$ cat src/rtl/adcrr_params.svh
/*
   Register indices, field positions, reset values and conversion timing of
   the converter result readout. Assumes inclusion by bare name, once per unit.
*/
`ifndef ADCRR_PARAMS_SVH
`define ADCRR_PARAMS_SVH

// ****************************************************************
// Register map: indices; byte address is four times the index
// ****************************************************************
`define ADCRR_AW          14
`define ADCRR_IDX_CTRL    12'hf70
`define ADCRR_IDX_UPPER   12'hf72
`define ADCRR_IDX_LOWER   12'hf73

// ****************************************************************
// Field positions and reset values
// ****************************************************************
`define ADCRR_CEN_BIT     7
`define ADCRR_CONTINUOUS_SELECT_BIT    4
`define ADCRR_RES_W       13
`define ADCRR_HI_LSB      5
`define ADCRR_TEMP_SEL    4'he
`define ADCRR_CTRL_RST    8'h00

// ****************************************************************
// Conversion timing in system clock cycles
// ****************************************************************
`define ADCRR_INIT_CYC    5129
`define ADCRR_CONTINUOUS_SELECT_CYC    256

`endif

$ cat src/rtl/adcrr_pkg.sv
/*
   Types shared by the converter result readout modules.
   Assumes adcrr_params.svh is on the include path.
*/
`include "adcrr_params.svh"

package adcrr_pkg;

   typedef enum logic [1:0] {T_IDLE, T_FIRST, T_REP} adcrr_tst_t;

   typedef struct packed {
      adcrr_tst_t  state;
      logic [14:0] cnt;
      logic        dbl;
      logic        done;
      logic        done_rep;
   } adcrr_tmr_t;

   typedef struct packed {
      logic                    conversion_enable;
      logic                    continuous_select;
      logic [3:0]              sel;
      logic                    start;
      logic [`ADCRR_RES_W-1:0] result;
      logic                    res_ovf;
      logic [4:0]              low_lat;
      logic                    ovf_lat;
      logic                    pend;
      logic                    dp_wr;
      logic                    dp_ctrl;
      logic                    dp_ro;
      logic [31:0]             hrdata;
   } adcrr_top_t;

endpackage

$ cat src/rtl/adcrr_buf.sv
/*
   Small FIFO of DEPTH words of W bits with valid and ready on both sides.
   Assumes DEPTH is a power of two and both sides run on hclk.
*/
`timescale 1ns/100ps

module adcrr_buf
#(
   parameter int W     = 14,
   parameter int DEPTH = 2
)
(
   input  wire logic         hclk,
   input  wire logic         hresetn,
   input  wire logic         ce,
   input  wire logic         in_valid,
   input  wire logic [W-1:0] in_data,
   output      logic         in_ready,
   output      logic         out_valid,
   output      logic [W-1:0] out_data,
   input  wire logic         out_ready
);

   localparam int PW = (DEPTH > 1) ? $clog2(DEPTH) : 1;

   typedef struct packed {
      logic [DEPTH-1:0][W-1:0] mem;
      logic [PW-1:0]           wp;
      logic [PW-1:0]           rp;
      logic [PW:0]             cnt;
      logic                    full;
      logic                    empty;
   } adcrr_buf_t;

   adcrr_buf_t s;
   adcrr_buf_t next_s;
   logic       push;
   logic       pop;

   assign in_ready  = !s.full;
   assign out_valid = !s.empty;
   assign out_data  = s.mem[s.rp];
   assign push      = in_valid && !s.full;
   assign pop       = out_ready && !s.empty;

   always_comb
   begin
      next_s = s;
      if (push)
      begin
         next_s.mem[s.wp] = in_data;
         next_s.wp        = s.wp + 1'b1;
      end
      if (pop)
      begin
         next_s.rp = s.rp + 1'b1;
      end
      next_s.cnt   = s.cnt + (PW+1)'(push) - (PW+1)'(pop);
      next_s.full  = (next_s.cnt == (PW+1)'(DEPTH));
      next_s.empty = (next_s.cnt == '0);
   end

   always_ff @(posedge hclk or negedge hresetn)
   begin
      if (!hresetn)
      begin
         s       <= '0;
         s.empty <= 1'b1;
      end
      else if (ce)
      begin
         s <= next_s;
      end
   end

endmodule

$ cat src/rtl/adcrr_timer.sv
/*
   Conversion timer: a first conversion, then repeats while continuous mode
   is selected; temperature measurements take twice as long.
   Assumes start is a one-cycle pulse on hclk.
*/
`timescale 1ns/100ps

module adcrr_timer
   import adcrr_pkg::*;
#(
   parameter int INIT_CYC = `ADCRR_INIT_CYC,
   parameter int CONTINUOUS_SELECT_CYC = `ADCRR_CONTINUOUS_SELECT_CYC
)
(
   input  wire logic hclk,
   input  wire logic hresetn,
   input  wire logic ce,
   input  wire logic start,
   input  wire logic continuous_select,
   input  wire logic temp,
   output      logic done,
   output      logic busy
);

   adcrr_tmr_t  s;
   adcrr_tmr_t  next_s;
   logic [14:0] gap;

   function automatic logic [14:0] load(input int c, input logic d);
      load = 15'(d ? 2 * c - 1 : c - 1);
   endfunction

   assign done = s.done;
   assign busy = (s.state != T_IDLE);

   always_comb
   begin
      next_s      = s;
      next_s.done = 1'b0;
      if (start)
      begin
         next_s.state = T_FIRST;
         next_s.dbl   = temp;
         next_s.cnt   = load(INIT_CYC, temp);
      end
      else
      begin
         unique case (s.state)
            T_IDLE:
            begin
               next_s.cnt = s.cnt;
            end
            T_FIRST, T_REP:
            begin
               if (s.cnt == '0)
               begin
                  next_s.done     = 1'b1;
                  next_s.done_rep = (s.state == T_REP);
                  if (continuous_select)
                  begin
                     next_s.state = T_REP;
                     next_s.cnt   = load(CONTINUOUS_SELECT_CYC, s.dbl);
                  end
                  else
                  begin
                     next_s.state = T_IDLE;
                  end
               end
               else
               begin
                  next_s.cnt = s.cnt - 15'h0001;
               end
            end
         endcase
      end
   end

   always_ff @(posedge hclk or negedge hresetn)
   begin
      if (!hresetn)
      begin
         s <= '0;
      end
      else if (ce)
      begin
         s <= next_s;
      end
   end

   // Cycles since the last completion, read only by the check below.
   always_ff @(posedge hclk or negedge hresetn)
   begin
      if (!hresetn)
      begin
         gap <= '0;
      end
      else if (ce)
      begin
         gap <= s.done ? 15'h0001 : gap + 15'h0001;
      end
   end
endmodule

$ cat src/rtl/adcrr_top.sv
/*
   Converter result readout: AHB-Lite register slave holding the control
   bits, the result registers with upper-read snapshot, a two-entry sample
   buffer and the conversion timer.
   Assumes the converter core runs on hclk and hands over one sample with
   its overflow flag per completed conversion.
*/
// Our own choice: the AHB-Lite slave port.
// What this block does
// - Result is a 13-bit two's complement value split over two registers.
// - Upper-byte register returns result bits 12 down to 5.
// - Reading the upper byte snapshots the lower bits of the same sample.
// - Lower-bits register holds result bits 4 down to 0 in bits 7:3.
// - Bit 0 of lower-bits register flags a sample with hardware overflow.
// - Results are invalid while a single-shot conversion runs.
// - In continuous mode the newest completed conversion is held.
// - Result bits are undefined after reset until a conversion completes.
// - Bits 2 and 1 of lower-bits register are reserved.
// - Both result registers are read-only; writes change nothing.
// - Conversion enable clears itself when a conversion finishes.
// - Continuous refresh every 256 cycles after 5129; temperature doubles.
`timescale 1ns/100ps

module adcrr_top
   import adcrr_pkg::*;
#(
   parameter int INIT_CYC = `ADCRR_INIT_CYC,
   parameter int CONTINUOUS_SELECT_CYC = `ADCRR_CONTINUOUS_SELECT_CYC
)
(
   input  wire logic                    hclk,
   input  wire logic                    hresetn,
   input  wire logic                    ce,
   input  wire logic                    hsel,
   input  wire logic [31:0]             haddr,
   input  wire logic [1:0]              htrans,
   input  wire logic                    hwrite,
   input  wire logic [2:0]              hsize,
   input  wire logic [31:0]             hwdata,
   input  wire logic                    hready,
   output      logic                    hreadyout,
   output      logic                    hresp,
   output      logic [31:0]             hrdata,
   input  wire logic                    core_valid,
   input  wire logic [`ADCRR_RES_W-1:0] core_data,
   input  wire logic                    core_ovf,
   output      logic                    core_ready,
   output      logic                    conv_run,
   output      logic [3:0]              conv_input
);

   // ****************************************************************
   // Declarations
   // ****************************************************************
   adcrr_top_t                s;
   adcrr_top_t                next_s;
   logic                      acc;
   logic                      rd_upper;
   logic                      rd_lower;
   logic                      rd_ctrl;
   logic                      wr_cen;
   logic                      drain;
   logic                      done;
   logic                      busy;
   logic                      buf_valid;
   logic [`ADCRR_RES_W:0]     buf_data;

   function automatic logic hit(input logic [31:0] a, input logic [11:0] idx);
      hit = (a[`ADCRR_AW-1:0] == {idx, 2'b00});
   endfunction

   // ****************************************************************
   // Bus decode
   // ****************************************************************
   assign acc      = hsel && htrans[1] && hready;
   assign rd_upper = acc && !hwrite && hit(haddr, `ADCRR_IDX_UPPER);
   assign rd_lower = acc && !hwrite && hit(haddr, `ADCRR_IDX_LOWER);
   assign rd_ctrl  = acc && !hwrite && hit(haddr, `ADCRR_IDX_CTRL);
   assign wr_cen   = s.dp_wr && s.dp_ctrl && hwdata[`ADCRR_CEN_BIT];

   // The result only takes a buffered sample after a completion and never
   // in the cycle of an upper-byte read, so the two halves always match.
   assign drain    = s.pend && buf_valid && !rd_upper;

   assign hreadyout  = 1'b1;
   assign hresp      = 1'b0;
   assign hrdata     = s.hrdata;
   assign conv_run   = busy;
   assign conv_input = s.sel;

   // ****************************************************************
   // Sample buffer and conversion timer
   // ****************************************************************
   adcrr_buf #(
      .W     (`ADCRR_RES_W + 1),
      .DEPTH (2)
   ) u_buf (
      .hclk      (hclk),
      .hresetn   (hresetn),
      .ce        (ce),
      .in_valid  (core_valid),
      .in_data   ({core_data, core_ovf}),
      .in_ready  (core_ready),
      .out_valid (buf_valid),
      .out_data  (buf_data),
      .out_ready (drain)
   );

   adcrr_timer #(
      .INIT_CYC (INIT_CYC),
      .CONTINUOUS_SELECT_CYC (CONTINUOUS_SELECT_CYC)
   ) u_timer (
      .hclk    (hclk),
      .hresetn (hresetn),
      .ce      (ce),
      .start   (s.start),
      .continuous_select    (s.continuous_select),
      .temp    (s.sel == `ADCRR_TEMP_SEL),
      .done    (done),
      .busy    (busy)
   );

   // ****************************************************************
   // Register and result logic
   // ****************************************************************
   always_comb
   begin
      next_s       = s;
      next_s.start = 1'b0;

      // Address phase: prepare read data, remember write targets.
      next_s.dp_wr   = acc && hwrite;
      next_s.dp_ctrl = hit(haddr, `ADCRR_IDX_CTRL);
      next_s.dp_ro   = hit(haddr, `ADCRR_IDX_UPPER) || hit(haddr, `ADCRR_IDX_LOWER);
      if (acc && !hwrite)
      begin
         next_s.hrdata = 32'h0000_0000;
      end
      if (rd_ctrl)
      begin
         // Enable reads back as one from the start write until the next completion.
         next_s.hrdata = {24'h00_0000, s.conversion_enable, 2'b00, s.continuous_select, s.sel};
      end
      if (rd_upper)
      begin
         next_s.hrdata  = {24'h00_0000, s.result[`ADCRR_RES_W-1:`ADCRR_HI_LSB]};
         next_s.low_lat = s.result[`ADCRR_HI_LSB-1:0];
         next_s.ovf_lat = s.res_ovf;
      end
      if (rd_lower)
      begin
         next_s.hrdata = {24'h00_0000, s.low_lat, 2'b00, s.ovf_lat};
      end

      // Data phase: only the control register takes writes.
      if (s.dp_wr && s.dp_ctrl)
      begin
         next_s.continuous_select = hwdata[`ADCRR_CONTINUOUS_SELECT_BIT];
         next_s.sel  = hwdata[3:0];
      end

      // Completion clears the enable; a simultaneous start write wins.
      if (done)
      begin
         next_s.conversion_enable = 1'b0;
      end
      if (wr_cen)
      begin
         next_s.conversion_enable   = 1'b1;
         next_s.start = 1'b1;
      end

      // A completed conversion moves the oldest buffered sample in.
      if (drain)
      begin
         next_s.result  = buf_data[`ADCRR_RES_W:1];
         next_s.res_ovf = buf_data[0];
         next_s.pend    = 1'b0;
      end
      if (done)
      begin
         next_s.pend = 1'b1;
      end
   end

   // Result fields are cleared at reset only for determinism; software
   // must treat them as undefined until the first completion.
   always_ff @(posedge hclk or negedge hresetn)
   begin
      if (!hresetn)
      begin
         s     <= '0;
         s.conversion_enable <= 1'(`ADCRR_CTRL_RST >> `ADCRR_CEN_BIT);
      end
      else if (ce)
      begin
         s <= next_s;
      end
   end
endmodule

$ cat config.mk
export PLATFORM = sky130hd
export DESIGN_NAME = adcrr_top
export DESIGN_NICKNAME = d
export VERILOG_FILES = /design/src/rtl/adcrr_pkg.sv /design/src/rtl/adcrr_buf.sv /design/src/rtl/adcrr_timer.sv /design/src/rtl/adcrr_top.sv
export VERILOG_INCLUDE_DIRS = /design/src /design/src/rtl
export SDC_FILE = /design/constraint.sdc
export NUM_CORES = 1
export LEC_CHECK = 0
export ABC_AREA = 1
export ABC_CLOCK_PERIOD_IN_PS = 3750
export BUFFER_PORTS_ARGS = -buffer_cell sky130_fd_sc_hd__buf_2
export CAP_MARGIN = 0
export CORE_ASPECT_RATIO = 1.75
export CORE_MARGIN = 2
export CORE_UTILIZATION = 36
export DETAILED_ROUTE_END_ITERATION = 6
export GPL_ROUTABILITY_DRIVEN = 0
export PLACE_DENSITY_LB_ADDON = 0.1
export SETUP_SLACK_MARGIN = 0.15
export SYNTH_ARGS = -nofsm -noshare
export SYNTH_HDL_FRONTEND = slang
export SYNTH_SLANG_ARGS = --single-unit
$ cat constraint.sdc
create_clock -name hclk -period 3.75 [get_ports hclk]
set_input_delay 0.75 -clock hclk [delete_from_list [all_inputs] [get_ports hclk]]
set_output_delay 0.75 -clock hclk [all_outputs]
set_load 0.01 [all_outputs]
### Word-level counts from Yosys, hierarchy flattened

Index checks and enable logic that the tools add are counted.

* word-level logic and storage cells: 108
* output and inout port bits: 40
* memories kept: 0
* input bits: 90
* memory bits (read-only): 0
* latch bits: 0
* memory bits (writable): 0
* flip-flop bits (word level): 116

* reductions and logical operators: 40
* equality and inequality tests: 9
* multiply operators: 0
* bitwise logic cells: 1
* order comparisons: 3
* shift operators: 0
* add/sub/neg operators: 5
* mux-type cells: 26
* divide/modulo/power cells: 0

Operator list (count)
* 32-bit two-way mux: 4
* 14-bit two-way mux: 4
* 15-bit two-way mux: 3
* 14-bit equality test (second input constant): 3
* 28-bit bitwise mux: 1
* 2-bit AND reduction: 9
* 17-bit two-way mux: 1
* 15-bit logical NOT: 1
* 15-bit by 1-bit subtractor with 15-bit output (second input constant): 1
* 14-bit demux with 1-bit select: 1
* 1-bit logical AND: 14
* 2-bit two-way mux: 6
* 2-bit nonzero test: 5
* 9-bit two-way mux: 1
* 3-bit AND reduction: 2
* 1-bit two-way mux: 5
* 2-bit equality test (second input constant): 2
* 4-bit equality test (second input constant): 1
* 1-bit logical NOT: 4
* 2-bit logical NOT: 2
* 1-bit by 2-bit less-than comparator with 1-bit output (second input constant): 2
* 4-bit inequality test (second input constant): 1
* 4-bit AND reduction: 1
* 4-bit nonzero test: 1
* other kinds (8): 9

### Longest topological paths before layout

Gate-level depths: netlist of the first run.

* depth after elaboration: 9
* depth in mapped cells: 13
* mapped depth without buffers: 13

### By module

From an unflattened synthesis of the first run, not the netlist that was laid out.

* cell total of the unflattened synthesis: 647
* area total of the unflattened synthesis: 4977.3 µm²

By module, submodules not included
* adcrr_top: times used 1, seq. area each 950.9 µm², area each 2099.5 µm², cells each 265
* adcrr_buf: times used 1, seq. area each 852.1 µm², area each 1595.3 µm², cells each 191
* adcrr_timer: times used 1, seq. area each 475.5 µm², area each 1282.5 µm², cells each 191

### Worst setup path after synthesis of the first run

OpenSTA, ideal clock, no wires.

* kind: input to register
* start: input haddr[12]
* end: register u_buf.s[0] (netlist bit)
* data arrival time: 2.232 ns
* stages: 11
* library setup time: 0.078 ns
* path slack: 1.440 ns
* data required time: 3.672 ns
* cell sequence: nand2_1 -> nor3_4 -> nand3_4 -> and2_1 -> ha_1 -> inv_1 -> ha_1 -> xnor2_1 -> nand2_1 -> o21ai_0 -> inv_1

* word-level cells in the longest chain between the ends: 7

Ends and longest elaborated chain
* start: declaration: line adcrr_top.sv:35 `input wire logic [31:0] haddr,`
* 14-bit equality test
* 1-bit logical AND: line adcrr_top.sv:76 `` assign rd_upper = acc && !hwrite && hit(haddr, `ADCRR_IDX_UPPER); ``
* 1-bit logical NOT: line adcrr_top.sv:83 `assign drain = s.pend && buf_valid && !rd_upper;`
* 1-bit logical AND: line adcrr_top.sv:83
* 1-bit logical AND: line adcrr_buf.sv:44 `assign pop = out_ready && !s.empty;`
* 2-bit by 1-bit subtractor with 2-bit output: line adcrr_buf.sv:58 `next_s.cnt = s.cnt + (PW+1)'(push) - (PW+1)'(pop);`
* 2-bit logical NOT: line adcrr_buf.sv:60 `next_s.empty = (next_s.cnt == '0);`
* end signal: assignment: line adcrr_buf.sv:72 `s <= next_s;`
* end: declaration: line adcrr_buf.sv:35 `adcrr_buf_t s;`

Every way passes these cells.
A chain may end at the register's enable or synchronous reset.

### Worst setup path after layout of the first run

* start: input hready
* end: register u_buf.s[1] (netlist bit)

* word-level cells in the longest chain between the ends: 8

Ends and longest elaborated chain
* start: declaration: line adcrr_top.sv:40 `input wire logic hready,`
* 1-bit logical AND: line adcrr_top.sv:75 `assign acc = hsel && htrans[1] && hready;`
* 1-bit logical AND (2 in a row): line adcrr_top.sv:76
* 1-bit logical NOT: line adcrr_top.sv:83
* 1-bit logical AND: line adcrr_top.sv:83
* 1-bit logical AND: line adcrr_buf.sv:44
* 2-bit by 1-bit subtractor with 2-bit output: line adcrr_buf.sv:58
* 2-bit equality test: line adcrr_buf.sv:59 `next_s.full = (next_s.cnt == (PW+1)'(DEPTH));`

Every way passes these cells.

==> reports/summary.txt, run 1 <==
status: finished clean
core footprint: 13240 um^2
vias in the first global route: 3564
DP Wirelength: 8086 um
final setup vio count: 0
f_max: 434.7 MHz
reg2reg path depth: 9
Crit Reg-Reg Endpoint: u_timer.s[15]
Worst Setup SP: hready
I/O Pins: 130
post-placement setup slack: 1.069 ns
DR iter-0 viols: 162
Starting Density: 36.48%
Seq/Total Area, Yosys: 47.16%
Antenna diodes: 0
via count: 3703
Cell Pwr Density: 627.7 nW/um^2
synth unique cells: 36
fin crit share: 61.34%
DRC errors left: 0
CP startpoint kind: primary input
reg2reg start: u_timer.s[3]
largest net degree at the start of global routing: 70
root buffer cell: clkbuf_16
measured slew at the worst slew-check pin: 0.9621 ns
CTS tree: built
worst min path class: reg2reg
ANT nets after route: 0
Post-CTS Setup Inserts: 0
Synth warnings: 0
crit end category: flop
Die W: 91.57 um
clock skew: 0.007763 ns
most frequent cells in the layout: nand2_1 (157), dfrtp_1 (90), buf_2 (54), o21ai_0 (53), inv_1 (47)
WS Path Type: in2reg
worst skew pair latency: 0.34 ns
worst setup margin: 1.450 ns
I/O Buffers: 55
mean post-synth cell area: 8.272 um^2
Layout area overhead: 10.72%
vias per std cell: 4.635
Post-Route WL: 10790 um
RSZ-0062 raised after global routing: false
remaining global-route overflow: 0
total track usage: 15.50%
Pre-Repair DR Iteration Count: 4
CTS max path bufs: 2
first-pass GRT wire length: 17640 um
CP required: 4.01 ns
CTS sink cnt: 91
CTS HTree Levels: 3
Final #Nets: 715
Hold Path Depth: 2
Mapped Cells: 584
initial antenna violation count: 0
Hold Buf Count CTS: 0
Post-CTS Resized: 0
final hold vios: 0
Period minus WS final: 2.300 ns
Reg2Reg Setup Slack: 1.82 ns
Post-Syn Area: 4831 um^2
Fin Setup TNS: 0 ns
Wirelength per Cell: 13.50 um
Core Rows: 56
crit path max fanout: 15
max-cap viol count: 0
Die Ht: 157.2 um
#FFs+latches synth: 91
Finished Core Util: 40.39%
Die ar.: 14400 um^2
leakage: 2.751 nW
Slew headroom: 35.68%
final slew viol count: 0
crit path DAT: 2.56 ns
CP Capture Point: u_buf.s[1]
TritonCTS Buffers: 9
commonest non-fill, non-tap cell in the layout: nand2_1
Worst-path clk slew: 0.07 ns
total power draw: 3.357 mW
Filler cells: 1379
share of layout cells above drive strength 1: 16.16%
Worst VDD drop: 0.2309 mV
==> critical path: stages <==
cell	delay (ns)
buf_2	0.07
nand3_1	0.13
nor2_4	0.34
nand3_4	0.18
and2_1	0.19
ha_1	0.27
inv_1	0.04
ha_1	0.17
xnor2_1	0.16
nand2_1	0.10
o22ai_1	0.14
==> routing by layer <==
| metal | wire (um) | track usage (%) |
|---|---|---|
| met1 | 4337 | 17.15 |
| met2 | 5994 | 29.69 |
| met3 | 293 | 2.202 |
| met4 | 159 | 5.483 |
| met5 | 0 | 0 |
==> kinds of logic after synthesis <==
family          Yosys count  share of synthesized area [%]
simple gates            279                          26.29
buf+inv                 106                          12.02
flops                    91                          47.16
compound gates           78                          8.392
mux                      17                          3.600
xor+xnor                  6                          1.088
fa+ha+maj                 5                          1.295
other cells               2                         0.1555
==> how the worst min path moves through the flow <==
stage	slack (ns)	to	start
after floorplan	0.44	s[35]	s[35]
after global placement	0.46	s[35]	s[35]
after detailed placement	0.46	s[39]	s[45]
after CTS	0.48	u_timer.s[18]	u_timer.s[18]
after global routing	0.50	s[41]	s[47]
final	0.47	s[40]	s[46]
==> synth_stat cells (all sizes together) <==
| library cell | count | area share [%] |
|---|---|---|
| nand2 | 158 | 12 |
| dfrtp | 90 | 47 |
| o21ai | 64 | 6.6 |
| nor2 | 56 | 5.4 |
| buf | 52 | 7.8 |
| inv | 49 | 3.8 |
| nand3 | 34 | 4.0 |
| nand4 | 19 | 2.8 |
| mux2i | 14 | 2.9 |
| a21oi | 12 | 1.5 |
| or2 | 6 | 0.78 |
| clkbuf | 5 | 0.39 |
| ha | 5 | 1.3 |
| xnor2 | 5 | 0.91 |
| and2 | 3 | 0.39 |
| mux2 | 3 | 0.70 |
| nor3 | 3 | 0.54 |
| conb | 2 | 0.16 |
| dfstp | 1 | 0.54 |
| o21bai | 1 | 0.16 |
| o22ai | 1 | 0.13 |
| xor2 | 1 | 0.18 |
==> area by class of cell <==
cell class                 count  area [um^2]  area share, %
clock buffer                   9        225.2          4.211
multi-input combinational    411         2062          38.55
inverter                      49        183.9          3.439
tap                          174        217.7          4.070
timing repair buffer          58        300.3          5.614
clock inverter                 7        81.33          1.520
sequential                    91         2278          42.60
==> report_power, final <==
group	switching (mW)	total [mW]	leakage (nW)	internal [mW]
combinational	0.495	0.872	1.45	0.377
clock	0.408	0.935	0.147	0.528
sequential	0.254	1.55	1.15	1.30
==> metrics by stage <==
| step | instances | area, um^2 | hold slack, ns |
|---|---|---|---|
| after global routing | 799 | 5349 | 0.5020 |
| after detailed placement | 783 | 5042 | 0.4557 |
| after global placement | 783 | 5042 | 0.4576 |
| after floorplan | 608 | 4921 | 0.4419 |
| after CTS | 799 | 5349 | 0.4776 |
| final | 799 | 5349 | 0.4743 |
==> flip-flops by register name (all words and copies together) (netlist names) <==
signal and flops:
u_buf.s 34, u_timer.s 18, hrdata 8, conv_input 4, u_timer.done 1, s 26
Power figures use the tool's default switching activity.
==> run 2: changes to the inputs <==
Settings changed: ABC_CLOCK_PERIOD_IN_PS 3750 to 2400.
Clock period 3.75 ns to 2.4 ns, I/O delays scaled along.
==> run 2 against run 1 <==
Utilization rose by 0.51 points; cell area rose by 1.3%; die area did not move; critical path type is now reg2reg; highest routed layer unchanged.
==> reports/summary.txt, run 2 (synthesized netlist as in run 1, its figures left out) <==
Period minus WS final: 1.922 ns
final hold vios: 0 (unchanged)
Die ar.: 14400 um^2 (unchanged)
Post-Route WL: 11050 um (was 10790 um)
max FFs per register: 34 (unchanged)
Worst-path clk slew: 0.07 ns (about the same)
Worst VDD drop: 0.3069 mV (was 0.2309 mV)
final slew viol count: 0 (unchanged)
Core Rows: 56 (unchanged)
reg2reg start: u_timer.s[3] (unchanged)
final setup vio count: 0 (unchanged)
Largest regs: u_buf.s: 34 flops, s: 26 flops, u_timer.s: 18 flops (unchanged)
Die Ht: 157.2 um (unchanged)
Placed Cells: 788 (was 783)
Pre-Repair DR Iteration Count: 5 (was 4)
I/O Buffers: 55 (unchanged)
Finished Core Util: 40.90% (was 40.39%)
Crit Reg-Reg Endpoint: u_timer.s[15] (unchanged)
RSZ-0062 raised after global routing: false (unchanged)
Wirelength per Cell: 13.74 um (was 13.50 um)
vias in the first global route: 3750 (was 3564)
status: finished clean (unchanged)
CP required: 2.63 ns (was 4.01 ns)
via count: 3751 (was 3703)
crit end category: flop (unchanged)
ANT nets after route: 0 (unchanged)
fin crit share: 80.08%
Final #Nets: 720 (was 715)
worst min path class: in2async (was reg2reg)
DP Wirelength: 8342 um (was 8086 um)
initial antenna violation count: 0 (unchanged)
Starting Density: 36.48% (unchanged)
Hold Buf Count CTS: 0 (unchanged)
leakage: 2.788 nW (was 2.751 nW)
WL met2: 6178 um (was 5994 um)
Post-CTS Setup Inserts: 0 (unchanged)
I/O Pins: 130 (unchanged)
f_max: 520.3 MHz
metal3 WL: 305 um (was 293 um)
commonest non-fill, non-tap cell in the layout: nand2_1 (unchanged)
CTS max path bufs: 2 (unchanged)
CP startpoint kind: flop (was primary input)
remaining global-route overflow: 0 (unchanged)
total power draw: 5.353 mW (was 3.357 mW)
WS Path Type: reg2reg (was in2reg)
Reg2Reg Setup Slack: 0.48 ns (was 1.82 ns)
crit path DAT: 2.16 ns (was 2.56 ns)
Fin Setup TNS: 0 ns (unchanged)
Filler cells: 1366 (was 1379)
total track usage: 15.76% (was 15.50%)
CTS HTree Levels: 3 (unchanged)
max-cap viol count: 0 (unchanged)
share of layout cells above drive strength 1: 16.83% (was 16.16%)
crit-path max cell delay: 0.39 ns (was 0.34 ns)
first-pass GRT wire length: 17800 um (was 17640 um)
Slew headroom: 38.83% (was 35.68%)
worst skew pair latency: 0.35 ns (was 0.34 ns)
CP max-delay cell: dfrtp_1 (was nor2_4)
M1 WL: 4185 um (was 4337 um)
core footprint: 13240 um^2 (unchanged)
DR iter-0 viols: 139 (was 162)
TritonCTS Buffers: 9 (unchanged)
reg2reg path depth: 9 (unchanged)
Cell Pwr Density: 988.2 nW/um^2 (was 627.7 nW/um^2)
area occupied by registers: 2278 um^2 (unchanged)
root buffer cell: clkbuf_16 (unchanged)
crit path max fanout: 12 (was 15)
Top Metal Used: met4 (unchanged)
measured slew at the worst slew-check pin: 0.9176 ns (was 0.9621 ns)
vias per std cell: 4.665 (was 4.635)
Antenna diodes: 0 (unchanged)
CTS sink cnt: 91 (unchanged)
Layout area overhead: 12.12% (was 10.72%)
non-filler cells, final: 804 (was 799)
Post-CTS Resized: 0 (unchanged)
CTS tree: built (unchanged)
crit-path cells: inv_1 -> ha_1 -> nand2_1 -> nor2_4 -> nand2_1 -> nand2_1 -> nor2_1 -> nor2_1 -> nor2_1 (was buf_2 -> nand3_1 -> nor2_4 -> nand3_4 -> and2_1 -> ha_1 -> inv_1 -> ha_1 -> xnor2_1 -> nand2_1 -> o22ai_1)
largest net degree at the start of global routing: 57 (was 70)
multi-input logic area: 2062 um^2 (unchanged)
Largest Register: u_buf.s (unchanged)
most frequent cells in the layout: nand2_1 (157), dfrtp_1 (90), buf_2 (54), o21ai_0 (53), inv_1 (47) (unchanged)
DRC errors left: 0 (unchanged)
clock skew: 0.007368 ns (was 0.007763 ns)
Die W: 91.57 um (unchanged)
-- run 2: how the worst max path moves through the flow --
stage | start | to | slack, ns | cells after the start
after floorplan | haddr[12] | u_buf.s[0] | 0.36 | 11
after global placement | haddr[5] | u_buf.s[0] | 0.13 | 12
after detailed placement | haddr[5] | u_buf.s[1] | 0.12 | 12
after CTS | u_timer.s[3] | u_timer.s[15] | 0.46 | 9
after global routing | haddr[5] | u_buf.s[1] | 0.32 | 12
final | u_timer.s[3] | u_timer.s[15] | 0.48 | 9
-- run 2: metrics by stage --
step / cell area [um^2] / worst slack, ns / hold slack (ns)
after floorplan: 4921 / 0.3596 / 0.1844
after global placement: 5092 / 0.1278 / 0.4605
after detailed placement: 5092 / 0.1180 / 0.4570
after CTS: 5416 / 0.4633 / 0.1108
after global routing: 5416 / 0.3151 / 0.1258
final: 5416 / 0.4782 / 0.08565
-- run 2: power by group --
group / internal, mW / switching (mW) / leakage [nW]
combinational: 0.596 / 0.777 / 1.48
clock: 0.920 / 0.640 / 0.156
sequential: 2.02 / 0.395 / 1.15
-- run 2: layout make-up --
| type | count | area share, % |
|---|---|---|
| repair buffers | 63 | 6.468 |
| clock inverters | 7 | 1.825 |
| inverters | 49 | 3.396 |
| clock buffers | 9 | 4.158 |
| well taps | 174 | 4.019 |
| flip-flops and latches | 91 | 42.07 |
| multi-input cells | 411 | 38.07 |
-- run 2: routing by layer --
metal	up-vias	track usage, %
met1	1752	16.26
met3	23	2.250
li1	1897	-
met2	79	29.94
met4	0	8.874
met5	-	0
-- run 2: worst max-delay path, delay by kind of cell, from the launching register on --
kind                     cells  cell delay, ns
flip-flops                   1            0.39
AND/OR/NAND/NOR              7            1.03
adder cells (fa/ha/maj)      1            0.20
buffers and inverters        1            0.18
